File: src/sps_pkg.sv
`default_nettype none
package sps_pkg;
  // Clock rate and default line rate
  localparam int CLK_HZ = 125_000_000;
  localparam int DEFAULT_BAUD = 9600;

  // Register offsets (byte addresses on the plain port)
  localparam logic [2:0] RX_STATUS_OFS = 3'h0;
  localparam logic [2:0] RX_BUFFER_OFS = 3'h2;
  localparam logic [2:0] TX_STATUS_OFS = 3'h4;
  localparam logic [2:0] TX_BUFFER_OFS = 3'h6;

  // Field positions
  localparam int READER_RUN_BIT = 0;
  localparam int BREAK_CTL_BIT = 0;
  localparam int IE_BIT = 6;
  localparam int DONE_BIT = 7;
  localparam int SWITCH_LSB = 8;
  localparam int OVERRUN_BIT = 12;
  localparam int BREAK_BIT = 13;
  localparam int PARITY_BIT = 14;
  localparam int ERROR_BIT = 15;
  localparam int MODEM_BIT = 15;
  localparam int CHAR_BITS = 7;

  // Values after reset
  localparam logic RX_DONE_RST = 1'b0;
  localparam logic TX_DONE_RST = 1'b1;
  localparam logic IE_RST = 1'b0;
  localparam logic LINE_IDLE = 1'b1;

  typedef enum logic [2:0]
  {
    RX_IDLE = 3'h0,
    RX_START = 3'h1,
    RX_DATA = 3'h3,
    RX_PARITY = 3'h2,
    RX_STOP = 3'h6
  } sps_rx_state_t;
endpackage
`default_nettype wire

File: src/sps_serial_port.sv
// The address map and strobed register access are this design's own decisions.
`timescale 1ns/1ps
`default_nettype none
// Behaviour
// RULE1: Receiver status bit 6 is read/write interrupt enable, bit 7 read-only done.
// RULE2: Receiver status bits 8 to 11 show the four option switches.
// RULE3: Receiver status bits 12, 13, 14 report overrun, break, parity error.
// RULE4: Receiver status bit 15 is OR of the three error bits.
// RULE5: A completed character goes to the receive buffer and sets done.
// RULE6: Only the low seven bits of both data buffers are valid.
// RULE7: Receive done with enable on requests the receive interrupt.
// RULE8: Any receive error sets error and done, interrupting if enabled.
// RULE9: New character before previous was read flags overrun; new data stays.
// RULE10: A line held continuously in break sets break detected.
// RULE11: Parity failure with parity checking selected sets parity error.
// RULE12: Write-only reader-run bit drives a line letting the reader read one character.
// RULE13: Reader-run clears itself whenever a character is received.
// RULE14: Software must set reader-run again for every character.
// RULE15: System reset or reset instruction clears receive done.
// RULE16: Enabling with done clear gives no interrupt; with done set, one at once.
// RULE17: Transmitter status bit 6 is read/write enable, bit 7 read-only done.
// RULE18: Transmitter status bit 15 shows modem ready and never interrupts.
// RULE19: Writing transmit buffer starts shifting; done sets after the whole stream.
// RULE20: Transmit done with enable on requests the transmit interrupt.
// RULE21: Write-only break control holds the serial output in break while set.
// RULE22: System reset or reset instruction sets transmit done.
// RULE23: A switch off reads as one, on reads as zero, in both registers.
// RULE24: Writing the transmit buffer clears done until the character is shifted out.
// RULE25: Reading the receive buffer clears receive done and the error bits.
module sps_serial_port
  import sps_pkg::*;
#(
  parameter int BAUD = DEFAULT_BAUD
)
(
  // Clock and reset
  input wire logic clock,
  input wire logic rst_n,
  // Register port
  input wire logic [2:0] reg_addr,
  input wire logic [15:0] reg_wdata,
  input wire logic reg_wr,
  input wire logic reg_rd,
  output logic [15:0] reg_rdata,
  // Reset instruction, same clock
  input wire logic bus_init,
  // Serial line and reader control
  input wire logic serial_in,
  output logic serial_out,
  output logic reader_run,
  input wire logic modem_ready,
  // Option switches, high means switch on
  input wire logic [3:0] board_option_switches_on,
  input wire logic seven_bit_on,
  input wire logic parity_on,
  // Interrupt requests
  output logic rx_int_req,
  output logic tx_int_req
);

  localparam int BIT_CYCLES = CLK_HZ / BAUD;
  localparam logic [19:0] BIT_LOAD = 20'(BIT_CYCLES - 1);
  localparam logic [19:0] HALF_LOAD = 20'(BIT_CYCLES / 2 - 1);

  // Two-stage synchronisers for every pin input
  logic [7:0] pin_meta_q;
  logic [7:0] pin_sync_q;

  always_ff @(posedge clock or negedge rst_n)
  begin
    if (!rst_n)
    begin
      pin_meta_q <= 8'h01;
      pin_sync_q <= 8'h01;
    end
    else
    begin
      pin_meta_q <= {parity_on, seven_bit_on, modem_ready, board_option_switches_on,
                     serial_in};
      pin_sync_q <= pin_meta_q;
    end
  end

  logic rx_line;
  logic modem_ok;
  logic parity_en;
  logic seven_bits;
  logic [3:0] switch_bits;
  assign rx_line = pin_sync_q[0];
  // Switch off gives one
  // RULE23: off reads one
  assign switch_bits = ~pin_sync_q[4:1];
  assign modem_ok = pin_sync_q[5];
  assign seven_bits = pin_sync_q[6];
  assign parity_en = pin_sync_q[7];

  logic [3:0] last_data_idx;
  assign last_data_idx = seven_bits ? 4'h6 : 4'h7;

  // Register access decode
  logic wr_rx_status;
  logic wr_tx_status;
  logic wr_tx_buffer;
  logic rd_rx_buffer;
  assign wr_rx_status = reg_wr && (reg_addr == RX_STATUS_OFS);
  assign wr_tx_status = reg_wr && (reg_addr == TX_STATUS_OFS);
  assign wr_tx_buffer = reg_wr && (reg_addr == TX_BUFFER_OFS);
  assign rd_rx_buffer = reg_rd && (reg_addr == RX_BUFFER_OFS);

  // Receiver framing
  sps_rx_state_t rx_state_q;
  logic [19:0] rx_bcnt_q;
  logic [3:0] rx_idx_q;
  logic [7:0] rx_shift_q;
  logic rx_par_q;
  logic rx_mark_q;
  logic rx_frame_done_q;
  logic rx_brk_hit_q;
  logic rx_par_hit_q;

  always_ff @(posedge clock or negedge rst_n)
  begin
    if (!rst_n)
    begin
      rx_state_q <= RX_IDLE;
      rx_bcnt_q <= 20'h0;
      rx_idx_q <= 4'h0;
      rx_shift_q <= 8'h0;
      rx_par_q <= 1'b0;
      rx_mark_q <= 1'b0;
      rx_frame_done_q <= 1'b0;
      rx_brk_hit_q <= 1'b0;
      rx_par_hit_q <= 1'b0;
    end
    else
    begin
      rx_frame_done_q <= 1'b0;
      if (rx_state_q != RX_IDLE && rx_bcnt_q != 20'h0)
      begin
        rx_bcnt_q <= rx_bcnt_q - 20'h1;
      end
      else
      begin
        case (rx_state_q)
          RX_IDLE:
          begin
            if (!rx_line)
            begin
              rx_state_q <= RX_START;
              rx_bcnt_q <= HALF_LOAD;
            end
          end
          RX_START:
          begin
            // Glitch shorter than half a bit is dropped
            rx_state_q <= rx_line ? RX_IDLE : RX_DATA;
            rx_bcnt_q <= BIT_LOAD;
            rx_idx_q <= 4'h0;
            rx_par_q <= 1'b0;
            rx_mark_q <= 1'b0;
            rx_shift_q <= 8'h0;
          end
          RX_DATA:
          begin
            rx_shift_q[rx_idx_q[2:0]] <= rx_line;
            rx_par_q <= rx_par_q ^ rx_line;
            rx_mark_q <= rx_mark_q | rx_line;
            rx_idx_q <= rx_idx_q + 4'h1;
            rx_bcnt_q <= BIT_LOAD;
            if (rx_idx_q == last_data_idx)
            begin
              rx_state_q <= parity_en ? RX_PARITY : RX_STOP;
            end
          end
          RX_PARITY:
          begin
            rx_par_q <= rx_par_q ^ rx_line;
            rx_mark_q <= rx_mark_q | rx_line;
            rx_bcnt_q <= BIT_LOAD;
            rx_state_q <= RX_STOP;
          end
          RX_STOP:
          begin
            rx_frame_done_q <= 1'b1;
            // RULE10: all-space frame
            rx_brk_hit_q <= !rx_line && !rx_mark_q;
            // RULE11: even parity check
            rx_par_hit_q <= parity_en && rx_par_q;
            rx_state_q <= RX_IDLE;
          end
          default:
          begin
            rx_state_q <= RX_IDLE;
          end
        endcase
      end
    end
  end

  // Receive buffer and flags
  logic [6:0] rx_buf_q;
  logic rx_done_q;
  logic rx_ie_q;
  logic rx_ovr_q;
  logic rx_brk_q;
  logic rx_perr_q;
  logic reader_run_q;
  logic rx_error;
  // RULE4: summary error
  assign rx_error = rx_ovr_q | rx_brk_q | rx_perr_q;

  always_ff @(posedge clock or negedge rst_n)
  begin
    if (!rst_n)
    begin
      rx_buf_q <= 7'h0;
    end
    else if (rx_frame_done_q)
    begin
      // RULE5: store character
      // RULE6: seven bits kept
      rx_buf_q <= rx_shift_q[CHAR_BITS-1:0];
    end
  end

  always_ff @(posedge clock or negedge rst_n)
  begin
    if (!rst_n)
    begin
      rx_done_q <= RX_DONE_RST;
    end
    else if (bus_init)
    begin
      // RULE15: init clears done
      rx_done_q <= RX_DONE_RST;
    end
    else if (rx_frame_done_q)
    begin
      // RULE8: errors set done too
      rx_done_q <= 1'b1;
    end
    else if (rd_rx_buffer)
    begin
      // RULE25: read clears done
      rx_done_q <= 1'b0;
    end
  end

  always_ff @(posedge clock or negedge rst_n)
  begin
    if (!rst_n)
    begin
      rx_ovr_q <= 1'b0;
      rx_brk_q <= 1'b0;
      rx_perr_q <= 1'b0;
    end
    else if (bus_init)
    begin
      rx_ovr_q <= 1'b0;
      rx_brk_q <= 1'b0;
      rx_perr_q <= 1'b0;
    end
    else if (rx_frame_done_q)
    begin
      // RULE9: unread character overrun
      rx_ovr_q <= (rx_done_q && !rd_rx_buffer) | (rx_ovr_q && !rd_rx_buffer);
      rx_brk_q <= rx_brk_hit_q | (rx_brk_q && !rd_rx_buffer);
      rx_perr_q <= rx_par_hit_q | (rx_perr_q && !rd_rx_buffer);
    end
    else if (rd_rx_buffer)
    begin
      // RULE25: read clears errors
      rx_ovr_q <= 1'b0;
      rx_brk_q <= 1'b0;
      rx_perr_q <= 1'b0;
    end
  end

  always_ff @(posedge clock or negedge rst_n)
  begin
    if (!rst_n)
    begin
      reader_run_q <= 1'b0;
    end
    else if (bus_init)
    begin
      reader_run_q <= 1'b0;
    end
    else if (wr_rx_status)
    begin
      // RULE12: reader-run set by write
      reader_run_q <= reg_wdata[READER_RUN_BIT];
    end
    else if (rx_frame_done_q)
    begin
      // RULE13: auto clear on receipt
      reader_run_q <= 1'b0;
    end
  end

  // Enables and break control
  logic tx_ie_q;
  logic break_ctl_q;

  always_ff @(posedge clock or negedge rst_n)
  begin
    if (!rst_n)
    begin
      rx_ie_q <= IE_RST;
      tx_ie_q <= IE_RST;
      break_ctl_q <= 1'b0;
    end
    else if (bus_init)
    begin
      rx_ie_q <= IE_RST;
      tx_ie_q <= IE_RST;
      break_ctl_q <= 1'b0;
    end
    else
    begin
      if (wr_rx_status)
      begin
        // RULE1: receive enable
        rx_ie_q <= reg_wdata[IE_BIT];
      end
      if (wr_tx_status)
      begin
        // RULE17: transmit enable
        tx_ie_q <= reg_wdata[IE_BIT];
        // RULE21: break control
        break_ctl_q <= reg_wdata[BREAK_CTL_BIT];
      end
    end
  end

  // Transmitter; writes while shifting are ignored to keep frames intact
  logic tx_busy_q;
  logic tx_done_q;
  logic [10:0] tx_shift_q;
  logic [3:0] tx_left_q;
  logic [19:0] tx_bcnt_q;
  logic tx_line_q;
  logic [3:0] stop_idx;
  // Frame position of the stop bit: start, data, optional parity
  assign stop_idx = last_data_idx + (parity_en ? 4'h3 : 4'h2);

  always_ff @(posedge clock or negedge rst_n)
  begin
    if (!rst_n)
    begin
      tx_busy_q <= 1'b0;
      tx_shift_q <= 11'h7ff;
      tx_left_q <= 4'h0;
      tx_bcnt_q <= 20'h0;
    end
    else if (bus_init)
    begin
      tx_busy_q <= 1'b0;
      tx_shift_q <= 11'h7ff;
      tx_left_q <= 4'h0;
    end
    else if (!tx_busy_q)
    begin
      if (wr_tx_buffer)
      begin
        // RULE19: start shifting
        // RULE6: bit 7 and parity sent as space
        tx_busy_q <= 1'b1;
        tx_shift_q <= (11'h7ff << stop_idx) | {3'h0, reg_wdata[CHAR_BITS-1:0], 1'b0};
        tx_left_q <= stop_idx + 4'h1;
        tx_bcnt_q <= BIT_LOAD;
      end
    end
    else if (tx_bcnt_q != 20'h0)
    begin
      tx_bcnt_q <= tx_bcnt_q - 20'h1;
    end
    else
    begin
      tx_shift_q <= {1'b1, tx_shift_q[10:1]};
      tx_left_q <= tx_left_q - 4'h1;
      tx_bcnt_q <= BIT_LOAD;
      if (tx_left_q == 4'h1)
      begin
        tx_busy_q <= 1'b0;
      end
    end
  end

  always_ff @(posedge clock or negedge rst_n)
  begin
    if (!rst_n)
    begin
      tx_done_q <= TX_DONE_RST;
    end
    else if (bus_init)
    begin
      // RULE22: init sets done
      tx_done_q <= TX_DONE_RST;
    end
    else if (wr_tx_buffer && !tx_busy_q)
    begin
      // RULE24: cleared while shifting
      tx_done_q <= 1'b0;
    end
    else if (tx_busy_q && tx_bcnt_q == 20'h0 && tx_left_q == 4'h1)
    begin
      // RULE19: done after stop bit
      tx_done_q <= 1'b1;
    end
  end

  always_ff @(posedge clock or negedge rst_n)
  begin
    if (!rst_n)
    begin
      tx_line_q <= LINE_IDLE;
    end
    else
    begin
      // RULE21: break forces space
      tx_line_q <= !break_ctl_q && (tx_busy_q ? tx_shift_q[0] : LINE_IDLE);
    end
  end

  // Read data, valid only in the cycle after the strobe
  always_ff @(posedge clock or negedge rst_n)
  begin
    if (!rst_n)
    begin
      reg_rdata <= 16'h0;
    end
    else if (!reg_rd)
    begin
      reg_rdata <= 16'h0;
    end
    else if (reg_addr == RX_STATUS_OFS)
    begin
      // RULE1: enable and done
      // RULE2: switch bits
      // RULE3: error bits
      reg_rdata <= {rx_error, rx_perr_q, rx_brk_q, rx_ovr_q, switch_bits,
                    rx_done_q, rx_ie_q, 6'h0};
    end
    else if (reg_addr == RX_BUFFER_OFS)
    begin
      reg_rdata <= {9'h0, rx_buf_q};
    end
    else if (reg_addr == TX_STATUS_OFS)
    begin
      // RULE17: enable and done
      // RULE18: modem ready, no interrupt
      reg_rdata <= {modem_ok, 3'h0, switch_bits, tx_done_q, tx_ie_q, 6'h0};
    end
    else
    begin
      reg_rdata <= 16'h0;
    end
  end

  // RULE7: receive interrupt
  // RULE16: level follows done and enable
  assign rx_int_req = rx_done_q && rx_ie_q;
  // RULE20: transmit interrupt
  assign tx_int_req = tx_done_q && tx_ie_q;
  assign serial_out = tx_line_q;
  assign reader_run = reader_run_q;

endmodule
`default_nettype wire

File: config.mk
export PLATFORM = sky130hd
export DESIGN_NAME = sps_serial_port
export DESIGN_NICKNAME = d
export VERILOG_FILES = /design/src/sps_pkg.sv /design/src/sps_serial_port.sv
export SDC_FILE = /design/constraint.sdc
export NUM_CORES = 1
export LEC_CHECK = 0
export BUFFER_PORTS_ARGS = -buffer_cell sky130_fd_sc_hd__buf_4
export CORE_AREA = 2 2 121 88
export DETAILED_ROUTE_END_ITERATION = 7
export DIE_AREA = 0 0 123 90
export PLACE_DENSITY = 0.78
export SYNTH_ARGS = -nofsm -noshare
export SYNTH_HDL_FRONTEND = slang
export SYNTH_SLANG_ARGS = --single-unit
File: constraint.sdc
create_clock -name clock -period 3.5 [get_ports clock]
set_input_delay 0.525 -clock clock [delete_from_list [all_inputs] [get_ports clock]]
set_output_delay 0.525 -clock clock [all_outputs]
set_load 0.02 [all_outputs]
After elaboration in Yosys (flattened, before gate mapping)
Index checks and enable logic that the tools add are counted.
W data, S select, Z words.
{ "totals": {"in_bits": 32, "reg_bits": 125} }
{ "classes": {"n_lt_le_gt_ge": 2, "bitwise_logic": 11, "muxes": 61, "eq_ne": 13, "n_reduce_logical": 48, "n_addsub": 6, "n_shift": 1} }
{ "op_table": {"columns": ["cell", "count"], "rows": [
  ["$mux W20", 5],
  ["$mux W16", 4],
  ["$mux W11", 4],
  ["$pmux W20 S2", 1],
  ["$reduce_bool A20 Y1", 2],
  ["$sub A20 B1 Y20 const B", 2],
  ["$mux W1", 32],
  ["$logic_not A20 Y1", 1],
  ["$logic_and A1 B1 Y1", 18],
  ["$reduce_bool A3 Y1", 6],
  ["$mux W4", 4],
  ["$pmux W8 S2", 1],
  ["$pmux W3 S4", 1],
  ["$reduce_and A2 Y1", 6],
  ["$or A11 B8 Y11", 1],
  ["$shl A11 B4 Y11 const A", 1],
  ["$reduce_bool A2 Y1", 5],
  ["$eq A3 B2 Y1 const B", 3],
  ["$eq A3 B3 Y1 const B", 3],
  ["$mux W3", 3],
  ["$add A4 B1 Y4 const B", 2],
  ["$bwmux W8", 1],
  ["$pmux W4 S2", 1],
  ["$logic_not A3 Y1", 2],
  ["other kinds (20)", 33]
]} }

Depth between registers and ports, before layout
Gate-level depths: netlist of run 1.
{ "depth": {"ltp_word": 7, "depth_mapped": 9, "depth_no_buf": 7} }

Worst setup path before layout of run 1
Ideal clock, no wire load.
{ "synth_timing": {"kind": "register -> register", "start": "reg tx_bcnt_q[0]", "end": "reg tx_bcnt_q[17]", "t_required_ns": 3.374, "arrival_time_ns": 2.243, "path_stages_with_launch": 9, "slack_ns": 1.131, "path_cell_list": "dfrtp_1 inv_1 ha_1 or4b_2 nor4b_2 a21oi_2 buf_2 a31oi_1 a21oi_1"} }
{ "synth_between": {"elab_chain_len": 3} }
{ "synth_lines": {"columns": ["element", "line", "source"], "rows": [
  ["start, declared", "sps_serial_port.sv:341", "logic [19:0] tx_bcnt_q;"],
  ["start signal, assigned", "sps_serial_port.sv:376", "tx_bcnt_q <= tx_bcnt_q - 20'h1;"],
  ["$sub A20 B1 Y20 / $reduce_bool A20 Y1 (equally long branches)", "sps_serial_port.sv:376, sps_serial_port.sv:374", null],
  ["$mux W20 *", "sps_serial_port.sv:374", "else if (tx_bcnt_q != 20'h0)"],
  ["$mux W20 *", "sps_serial_port.sv:362", "else if (!tx_busy_q)"]
]} }
Every way passes the cells marked *; elsewhere a longest branch is shown, timed or not.
A chain may end at the register's enable or synchronous reset.

Worst setup path in the final report of run 1
{ "layout_timing": {"start": "reg tx_bcnt_q[0]", "end": "reg tx_bcnt_q[18]"} }
The elaborated chain is that of the path after synthesis.

==> results.sh, run 1 <==
export IMPL_die_w_um=123
export IMPL_place_gp_congestion=0.869
export IMPL_reg2reg_from="tx_bcnt_q[0]"
export IMPL_yosysSeqAreaShare_pct=53.9
export IMPL_required_ns=3.78
export IMPL_die_area_um2=11100
export IMPL_die_h_um=90
export IMPL_yosys_area_top_type="dfrtp_1"
export IMPL_drt_iter0_markers=480
export IMPL_fin_skew_ns=0.00968
export IMPL_yosysWarnings=0
export IMPL_first_pass_iters=6
export IMPL_maxSlewViolCount=0
export IMPL_cts_sink_count=124
export IMPL_multi_input_area_um2=2480
export IMPL_core_area_um2=10000
export IMPL_fillCellCount=752
export IMPL_end_kind="flip-flop"
export IMPL_avgViaCountPerCell=6.10
export IMPL_htreeDepth=4
export IMPL_async_flop_share_pct=100
export IMPL_cts_resized=0
export IMPL_cts_tree="built"
export IMPL_grt_first_pass_wirelength_um=21700
export IMPL_postSynthCellCount=569
export IMPL_worst_slew_pin_slew_ns=1.13
export IMPL_grt_overflow_total=0
export IMPL_synth_area_leaders="dfrtp_1 (47%), dfstp_2 (6.8%), o21ai_0 (3.9%)"
export IMPL_hold_viol=0
export IMPL_tns_ns=0
export IMPL_seq_area_um2=3120
export IMPL_clk_latency_ns=0.42
export IMPL_synth_nets=610
export IMPL_fmax_ghz=0.331
export IMPL_grt_usage_pct=25.2
export IMPL_rsz0062_at_grt="no"
export IMPL_crit_type="flip-flop to flip-flop"
export IMPL_peakVddDrop_v=0.000389
export IMPL_port_buffers=42
export IMPL_syn_to_final_growth_pct=17.1
export IMPL_slowest_stage="or4b_2"
export IMPL_path_max_fanout=17
export IMPL_crit_chain="inv_1 > ha_1 > or4b_2 > nor4b_2 > a21oi_2 > nor2_1 > o21ai_0"
export IMPL_ys_dominant_reg_cell="dfrtp_1"
export IMPL_antenna_found_initial=0
export IMPL_antennaDiodeCount=0
export IMPL_synth_edff_count=0
export IMPL_drtAntennaViolNets=0
export IMPL_cts_setup_buffers=0
export IMPL_grt_max_degree=70
export IMPL_holdWs_ns=0.158
export IMPL_post_drt_wl_per_cell_um=17.2
export IMPL_power_density_nw_per_um2=501
export IMPL_clockBufferDepth=2
export IMPL_finalSetupViolCount=0
export IMPL_drive_above_1_share_pct=19.2
export IMPL_cap_violations=0
export IMPL_post_route_util_pct=67.8
export IMPL_cts_buffers=17
export IMPL_fin_nets=647
export IMPL_wl_um=12900
export IMPL_grt_pass1_vias=4445
export IMPL_syn_area_per_cell_um2=10.2
export IMPL_route_detailed_drc=0
export IMPL_rows=31
export IMPL_initial_core_util_pct=57.9
export IMPL_cp_start_kind="flip-flop"
export IMPL_yosysTopAreaCellShare_pct=47.1
export IMPL_hold_class="input port to asynchronous set/reset pin"
export IMPL_ys_types=64
export IMPL_post_route_period_util_pct=86.4
export IMPL_synth_cell_area_um2=5790
export IMPL_critPathMaxStageDelay_ns=0.64
export IMPL_p_leak_nw=2.83
export IMPL_hpwlAfterDp_um=8360
export IMPL_postCtsHoldBufs=0
export IMPL_status="finished clean"
export IMPL_vias=4581
export IMPL_slew_headroom_pct=23.3
export IMPL_ys_seq_elements=124
export IMPL_pin_count=52
export IMPL_layout_min_cycle_time_ns=3.02
export IMPL_arrival_ns=3.30
export IMPL_clockRootBuffer="clkbuf_16"
export IMPL_crit_path_start="tx_bcnt_q[0]"
export IMPL_path_clk_slew_ns=0.06
critical path, delay by kind of cell (launching register included):
| kind | cells | cell delay, ns |
|---|---|---|
| simple gates | 3 | 1.69 |
| compound gates | 2 | 0.52 |
| flops | 1 | 0.43 |
| fa+ha+maj | 1 | 0.14 |
| buf+inv | 1 | 0.11 |
area by class of cell:
type	instances	area share [%]
tap	132	2.44
clock buffer	17	6.27
timing repair buffer	48	5.50
sequential	124	46.0
clock inverter	15	2.20
inverter	18	0.996
multi-input combinational	397	36.6
layer usage:
metal | GRT usage, % | routed length, um | up-vias
met3 | 7.23 | 708 | 21
met4 | 8.71 | 171 | 0
met2 | 37.9 | 6220 | 155
li1 | - | - | 2151
met5 | 0 | 0 | -
met1 | 35.1 | 5810 | 2254
synth_stat cells (all sizes together) (15+ instances only):
cell type  count
nand2         34
o21ai         45
dfstp         15
clkbuf        22
nor2          55
a31oi         20
dfrtp        109
inv           18
a21oi         39
nand3         15
cells by family (layout without fill, tap and decap cells):
kind of cell | Yosys count | in the layout | share of synthesized area [%]
DFF | 124 | 124 | 53.9
adders and majority gates | 9 | 9 | 1.94
AOI/OAI and AO/OA | 143 | 143 | 15.0
muxes | 23 | 23 | 4.17
buffers and inverters | 48 | 98 | 3.26
and+or+nand+nor | 211 | 211 | 20.1
xor gates and xnor gates | 11 | 11 | 1.66
registers in the layout (all words and copies together) (netlist names), 3 cells and up:
signal      count
reg_rdata      16
pin_meta_q      8
rx_buf_q        7
pin_sync_q      8
rx_idx_q        4
tx_shift_q     11
rx_bcnt_q      20
tx_bcnt_q      20
rx_shift_q      7
tx_left_q       4
rx_state_q      3
cells in the final DEF (no fill, tap or decap), types with 4 or more instances in the layout:
| cell | instances |
|---|---|
| dfrtp_1 | 109 |
| nor2_1 | 55 |
| buf_4 | 47 |
| o21ai_0 | 45 |
| a21oi_1 | 38 |
| nand2_1 | 34 |
| a31oi_1 | 20 |
| inv_1 | 18 |
| clkbuf_16 | 17 |
| nand3_1 | 15 |
| dfstp_2 | 15 |
| mux2i_1 | 14 |
| nor3_1 | 14 |
| and2_1 | 13 |
| or3_1 | 13 |
| mux2_2 | 9 |
| ha_1 | 9 |
| nor4_1 | 8 |
| xnor2_1 | 8 |
| nor3b_1 | 7 |
| or4_1 | 7 |
| nand4_1 | 6 |
| o31ai_1 | 6 |
| nand2b_1 | 5 |
| nand3b_1 | 5 |
| inv_8 | 5 |
| nor4b_1 | 4 |
| o22ai_1 | 4 |
| inv_6 | 4 |
path summary, 6_finish.rpt:
kind | slack, ns | depth (start not counted) | endpoint
worst max register to register | 0.48 | 7 | tx_bcnt_q[18]
worst max-delay path | 0.48 | 7 | tx_bcnt_q[18]
worst min-delay path | 0.16 | 1 | tx_bcnt_q[11]
max in group asynchronous | 2.51 | 2 | tx_shift_q[10]
worst min register to register | 0.35 | 0 | pin_sync_q[6]
min in group clock | 0.21 | 1 | pin_meta_q[7]
metrics by stage:
stage          cells  setup slack (ns)  instance area (um2)  power, mW
2_1_floorplan    569              1.13                 5790       1.65
3_3_place_gp     719             0.674                 6210       1.73
3_5_place_dp     719             0.575                 6210       1.74
4_1_cts          751             0.536                 6780       3.43
5_1_grt          751             0.316                 6780       3.52
6_report         751             0.477                 6780       3.40
power breakdown:
part | switching (mW) | leakage [nW] | internal, mW
Clock | 0.733 | 0.277 | 0.945
Combinational | 0.109 | 0.999 | 0.0705
Sequential | 0.0501 | 1.56 | 1.49
Total | 0.891 | 2.83 | 2.51
(Power assumes the default switching activity.)
==> run 2: changes to the inputs <==
- CORE_AREA: 2 2 121 88 -> 2 2 126 91
- DIE_AREA: 0 0 123 90 -> 0 0 128 93
- GPL_ROUTABILITY_DRIVEN: not set -> 1
- PLACE_DENSITY: 0.78 -> 0.73
==> run 2 against run 1 <==
- total power is 2.0% higher
- global-route usage is 2.2 points lower
- final area is 0.33% higher
- utilization is 4.4 points lower
- first-iteration DRC count is 23% lower
- die area is 7.5% higher
- largest cell class unchanged
==> results.sh, run 2 (synthesized netlist as in run 1, its figures left out) <==
export IMPL_status="finished clean"
export IMPL_comb_power_share_pct=5.1
export IMPL_end_kind="flip-flop"
export IMPL_clk_latency_ns=0.42
export IMPL_power_density_nw_per_um2=509
export IMPL_initial_core_util_pct=54.0
export IMPL_drt_iter0_markers=368
export IMPL_min_path_cells=1
export IMPL_grt_usage_pct=22.9
export IMPL_maxSlewViolCount=0
export IMPL_finalSetupViolCount=0
export IMPL_final_common_cell="dfrtp_1"
export IMPL_power_switching_uw=887
export IMPL_swShare_pct=25.6
export IMPL_crit_family="simple AND/OR/NAND/NOR gates"
export IMPL_cts_buffers=17
export IMPL_pin_count=52
export IMPL_seq_power_share_pct=44.4
export IMPL_crit_type="flip-flop to flip-flop"
export IMPL_rows=32
export IMPL_hold_class="input port to flip-flop"
export IMPL_syn_to_final_growth_pct=17.5
export IMPL_grt_pass1_vias=4334
export IMPL_p_int_mw=2.58
export IMPL_die_w_um=128
export IMPL_grt_overflow_total=0
export IMPL_setup_ws_ns=0.545
export IMPL_rsz0062_at_grt="no"
export IMPL_cts_setup_buffers=0
export IMPL_p_leak_nw=2.85
export IMPL_postCtsHoldBufs=0
export IMPL_post_route_period_util_pct=84.4
export IMPL_required_ns=3.77
export IMPL_final_cell_mix="dfrtp_1 (109), nor2_1 (55), buf_4 (47)"
export IMPL_worst_slew_pin_slew_ns=1.22
export IMPL_grt_max_degree=69
export IMPL_m1WireLength_um=6050
export IMPL_die_area_um2=11900
export IMPL_post_drt_wl_per_cell_um=16.9
export IMPL_wl_met3_um=555
export IMPL_wl_um=12800
export IMPL_first_pass_iters=5
export IMPL_r2r_end="tx_bcnt_q[16]"
export IMPL_path_clk_slew_ns=0.07
export IMPL_cts_tree="built"
export IMPL_layout_min_cycle_time_ns=2.96
export IMPL_arrival_ns=3.23
export IMPL_cp_start_kind="flip-flop"
export IMPL_hold_viol=0
export IMPL_r2r_setup_slack_ns=0.54
export IMPL_core_area_um2=10700
export IMPL_critPathMaxStageDelay_ns=0.64
export IMPL_path_max_fanout=17
export IMPL_drtAntennaViolNets=0
export IMPL_crit_chain="inv_1 > ha_1 > or4b_2 > nor4b_2 > a21oi_2 > nor2_1 > o21ai_0"
export IMPL_holdWs_ns=0.204
export IMPL_cts_resized=0
export IMPL_tns_ns=0
export IMPL_dp_slack_ns=0.612
export IMPL_worst_path_buf_inv=1
export IMPL_slowest_stage="or4b_2"
export IMPL_peakVddDrop_v=0.000417
export IMPL_met2_length_um=5960
export IMPL_clockBufferDepth=2
export IMPL_fmax_ghz=0.338
export IMPL_hpwlAfterDp_um=8330
export IMPL_route_detailed_drc=0
export IMPL_clockRootBuffer="clkbuf_16"
export IMPL_drive_above_1_share_pct=19.2
export IMPL_r2r_cells=7
export IMPL_hold_start="parity_on"
export IMPL_vias=4546
export IMPL_antennaDiodeCount=0
export IMPL_hold_end="pin_meta_q[7]"
export IMPL_port_buffers=42
export IMPL_cap_violations=0
export IMPL_fin_skew_ns=0.00901
export IMPL_slew_headroom_pct=17.7
export IMPL_reg2reg_from="tx_bcnt_q[0]"
export IMPL_place_gp_congestion=0.857
export IMPL_routed_top_layer="met4"
export IMPL_avgViaCountPerCell=6.02
export IMPL_clkPwrFrac_pct=50.4
export IMPL_antenna_found_initial=0
export IMPL_reg_top3="rx_bcnt_q: 20 flops, tx_bcnt_q: 20 flops, reg_rdata: 16 flops"
export IMPL_cts_sink_count=124
export IMPL_htreeDepth=4
export IMPL_die_h_um=93
export IMPL_fin_nets=647
export IMPL_grt_first_pass_wirelength_um=21200
-- run 2: cell types whose count changed in the layout (fill, tap and decap cells not counted), sizes merged --
cell,before,now
bufinv,0,1
clkinv,4,3
clkinvlp,2,1
inv,27,28
-- run 2: worst max path at each step --
stage / from / end / slack [ns] / cells past startpoint
final: tx_bcnt_q[0] / tx_bcnt_q[16] / 0.54 / 7
after global routing: tx_bcnt_q[0] / tx_bcnt_q[16] / 0.45 / 7
after CTS: tx_bcnt_q[0] / tx_bcnt_q[10] / 0.62 / 7
after detailed placement: tx_bcnt_q[0] / tx_bcnt_q[16] / 0.61 / 7
after global placement: tx_bcnt_q[0] / tx_bcnt_q[18] / 0.74 / 7
after floorplan: tx_bcnt_q[0] / tx_bcnt_q[17] / 1.13 / 8
-- run 2: area by class of cell --
type,instances,area [um2]
multi-input combinational,397,2480
clock inverter,15,166
fill,862,3930
sequential,124,3120
clock buffer,17,425
tap,136,170
timing repair buffer,48,373
inverter,18,67.6
-- run 2: per-layer routing --
layer	vias up	track usage, %
met4	0	8.24
li1	2148	-
met3	25	5.26
met2	109	35.0
met1	2264	32.4
met5	-	0
-- run 2: metrics by stage --
stage | instances | instance area, um2 | util [%] | power [mW]
CTS | 755 | 6800 | 63.4 | 3.50
floorplan | 569 | 5790 | - | 1.65
global placement | 723 | 6210 | 57.9 | 1.73
global route | 755 | 6800 | 63.4 | 3.58
finish | 755 | 6800 | 63.4 | 3.46
detailed placement | 723 | 6210 | 57.9 | 1.74
-- run 2: worst register-to-register path: cells and delay by family (launching register included) --
kind | cells | cell delay, ns
adders and majority gates | 1 | 0.13
buffers and inverters | 1 | 0.11
AOI/OAI and AO/OA | 2 | 0.50
DFF | 1 | 0.43
and+or+nand+nor | 3 | 1.64
-- run 2: power by group through the flow --
stage / logic, mW / registers [mW] / clock network [mW]
global route: 0.204 / 1.55 / 1.84
CTS: 0.181 / 1.54 / 1.78
global placement: 0.171 / 1.56 / 0
detailed placement: 0.178 / 1.56 / 0
floorplan: 0.0984 / 1.55 / 0
finish: 0.178 / 1.54 / 1.75
==> run 3: changes to the inputs <==
- clock period: 3.5 -> 3 ns (I/O delays scaled with it)
==> run 3 against run 2 <==
- largest power group unchanged
- final area rose by 1.2%
- total power grew 17%
- critical endpoint unchanged
- sequential share of layout area shrank 0.54 points
- clock power up 17%
- cell count grew 1.2%
==> results.sh, run 3 (synthesized netlist as in run 1, its figures left out) <==
export IMPL_status="finished clean"
export IMPL_antenna_found_initial=0
export IMPL_port_buffers=42
export IMPL_end_kind="flip-flop"
export IMPL_cp_start_kind="flip-flop"
export IMPL_required_ns=3.28
export IMPL_reg2reg_from="tx_bcnt_q[0]"
export IMPL_clk_latency_ns=0.42
export IMPL_clockBufferDepth=2
export IMPL_p_leak_nw=2.90
export IMPL_syn_to_final_growth_pct=18.9
export IMPL_avgViaCountPerCell=5.99
export IMPL_hold_class="input port to flip-flop"
export IMPL_placed_cell_area_um2=6270
export IMPL_crit_type="flip-flop to flip-flop"
export IMPL_post_drt_wl_per_cell_um=16.3
export IMPL_maxSlewViolCount=0
export IMPL_tns_ns=0
export IMPL_drtAntennaViolNets=0
export IMPL_grt_pass1_vias=4408
export IMPL_path_clk_slew_ns=0.06
export IMPL_cts_sink_count=124
export IMPL_hold_viol=0
export IMPL_cap_violations=0
export IMPL_slowest_stage="or4b_2"
export IMPL_htreeDepth=4
export IMPL_fin_skew_ns=0.00979
export IMPL_post_route_util_pct=64.2
export IMPL_cts_setup_buffers=0
export IMPL_cts_buffers=17
export IMPL_grt_max_degree=61
export IMPL_fin_nets=656
export IMPL_place_inst=731
export IMPL_grt_overflow_total=0
export IMPL_grt_first_pass_wirelength_um=21400
export IMPL_holdWs_ns=0.138
export IMPL_cts_tree="built"
export IMPL_crit_family="simple AND/OR/NAND/NOR gates"
export IMPL_hold_start="board_option_switches_on[0]"
export IMPL_finalSetupViolCount=0
export IMPL_final_cell_area_um2=6890
export IMPL_arrival_ns=2.99
export IMPL_die_w_um=128
export IMPL_worst_path_buf_inv=1
export IMPL_rows=32
export IMPL_layout_min_cycle_time_ns=2.71
export IMPL_place_gp_congestion=0.862
export IMPL_clockRootBuffer="clkbuf_16"
export IMPL_slew_headroom_pct=56.6
export IMPL_dp_slack_ns=0.294
export IMPL_grt_usage_pct=22.8
export IMPL_vias=4576
export IMPL_hpwlAfterDp_um=8390
export IMPL_first_pass_iters=5
export IMPL_final_cell_mix="dfrtp_1 (109), nor2_1 (55), buf_4 (55)"
export IMPL_stdcell_count=764
export IMPL_path_max_fanout=6
export IMPL_drt_iter0_markers=440
export IMPL_worst_slew_pin_slew_ns=0.642
export IMPL_fmax_ghz=0.368
export IMPL_core_area_um2=10700
export IMPL_final_common_cell="dfrtp_1"
export IMPL_initial_core_util_pct=54.0
export IMPL_die_area_um2=11900
export IMPL_reg_top3="rx_bcnt_q: 20 flops, tx_bcnt_q: 20 flops, reg_rdata: 16 flops"
export IMPL_post_route_period_util_pct=90.5
export IMPL_crit_path_start="tx_bcnt_q[0]"
export IMPL_setup_ws_ns=0.285
export IMPL_pin_count=52
export IMPL_drive_above_1_share_pct=20.2
export IMPL_crit_chain="inv_1 > ha_1 > or4b_2 > nor4b_2 > a21oi_2 > nor2_1 > o21ai_0"
export IMPL_route_detailed_drc=0
export IMPL_wl_um=12500
export IMPL_finalPower_mw=4.05
export IMPL_die_h_um=93
export IMPL_critPathMaxStageDelay_ns=0.63
export IMPL_peakVddDrop_v=0.000428
export IMPL_power_density_nw_per_um2=588
export IMPL_rsz0062_at_grt="no"
export IMPL_antennaDiodeCount=0
-- run 3: changes by cell type in the layout (fill, tap and decap cells not counted), sizes merged --
cell | before | now
clkinv | 3 | 4
buf | 48 | 56
inv | 28 | 27
dlygate4sd3 | 0 | 1
-- run 3: final timing paths --
path / end / depth (start not counted) / slack (ns)
worst max-delay path: tx_bcnt_q[16] / 7 / 0.29
worst min-delay path: pin_meta_q[1] / 1 / 0.14
worst max register to register: tx_bcnt_q[16] / 7 / 0.29
worst min register to register: pin_sync_q[1] / 0 / 0.35
max in group asynchronous: tx_shift_q[10] / 3 / 1.69
min in group asynchronous: tx_bcnt_q[15] / 2 / 0.53
-- run 3: area by class of cell --
type / count / area, um2
fill: 836 / 3840
sequential: 124 / 3120
multi-input combinational: 397 / 2490
timing repair buffer: 57 / 443
clock buffer: 17 / 425
tap: 136 / 170
clock inverter: 15 / 169
inverter: 18 / 67.6
-- run 3: worst register-to-register path: cells and delay by family, from the launching register on --
| kind | cells | cell delay, ns |
|---|---|---|
| DFF | 1 | 0.42 |
| and+or+nand+nor | 3 | 1.61 |
| AOI/OAI and AO/OA | 2 | 0.30 |
| buffers and inverters | 1 | 0.10 |
| adders and majority gates | 1 | 0.14 |
-- run 3: what timing repair did --
item	4_1_cts	5_1_grt
hold buffers	1	0
hold endpoints to repair	20	0
gates resized for setup	0	1
endpoints found under the setup margin	0	1
-- run 3: report_power, final --
group          switching (mW)  internal, mW  leakage (nW)
Clock                   0.858          1.18         0.290
Sequential             0.0542          1.74          1.56
Combinational           0.127        0.0856          1.05
-- run 3: layer usage --
metal  GRT usage (%)  share of wire (%)
met1            33.3                 48
met2            33.6                 47
met3            6.12                5.0
met4            6.68               0.61
met5               0                  0
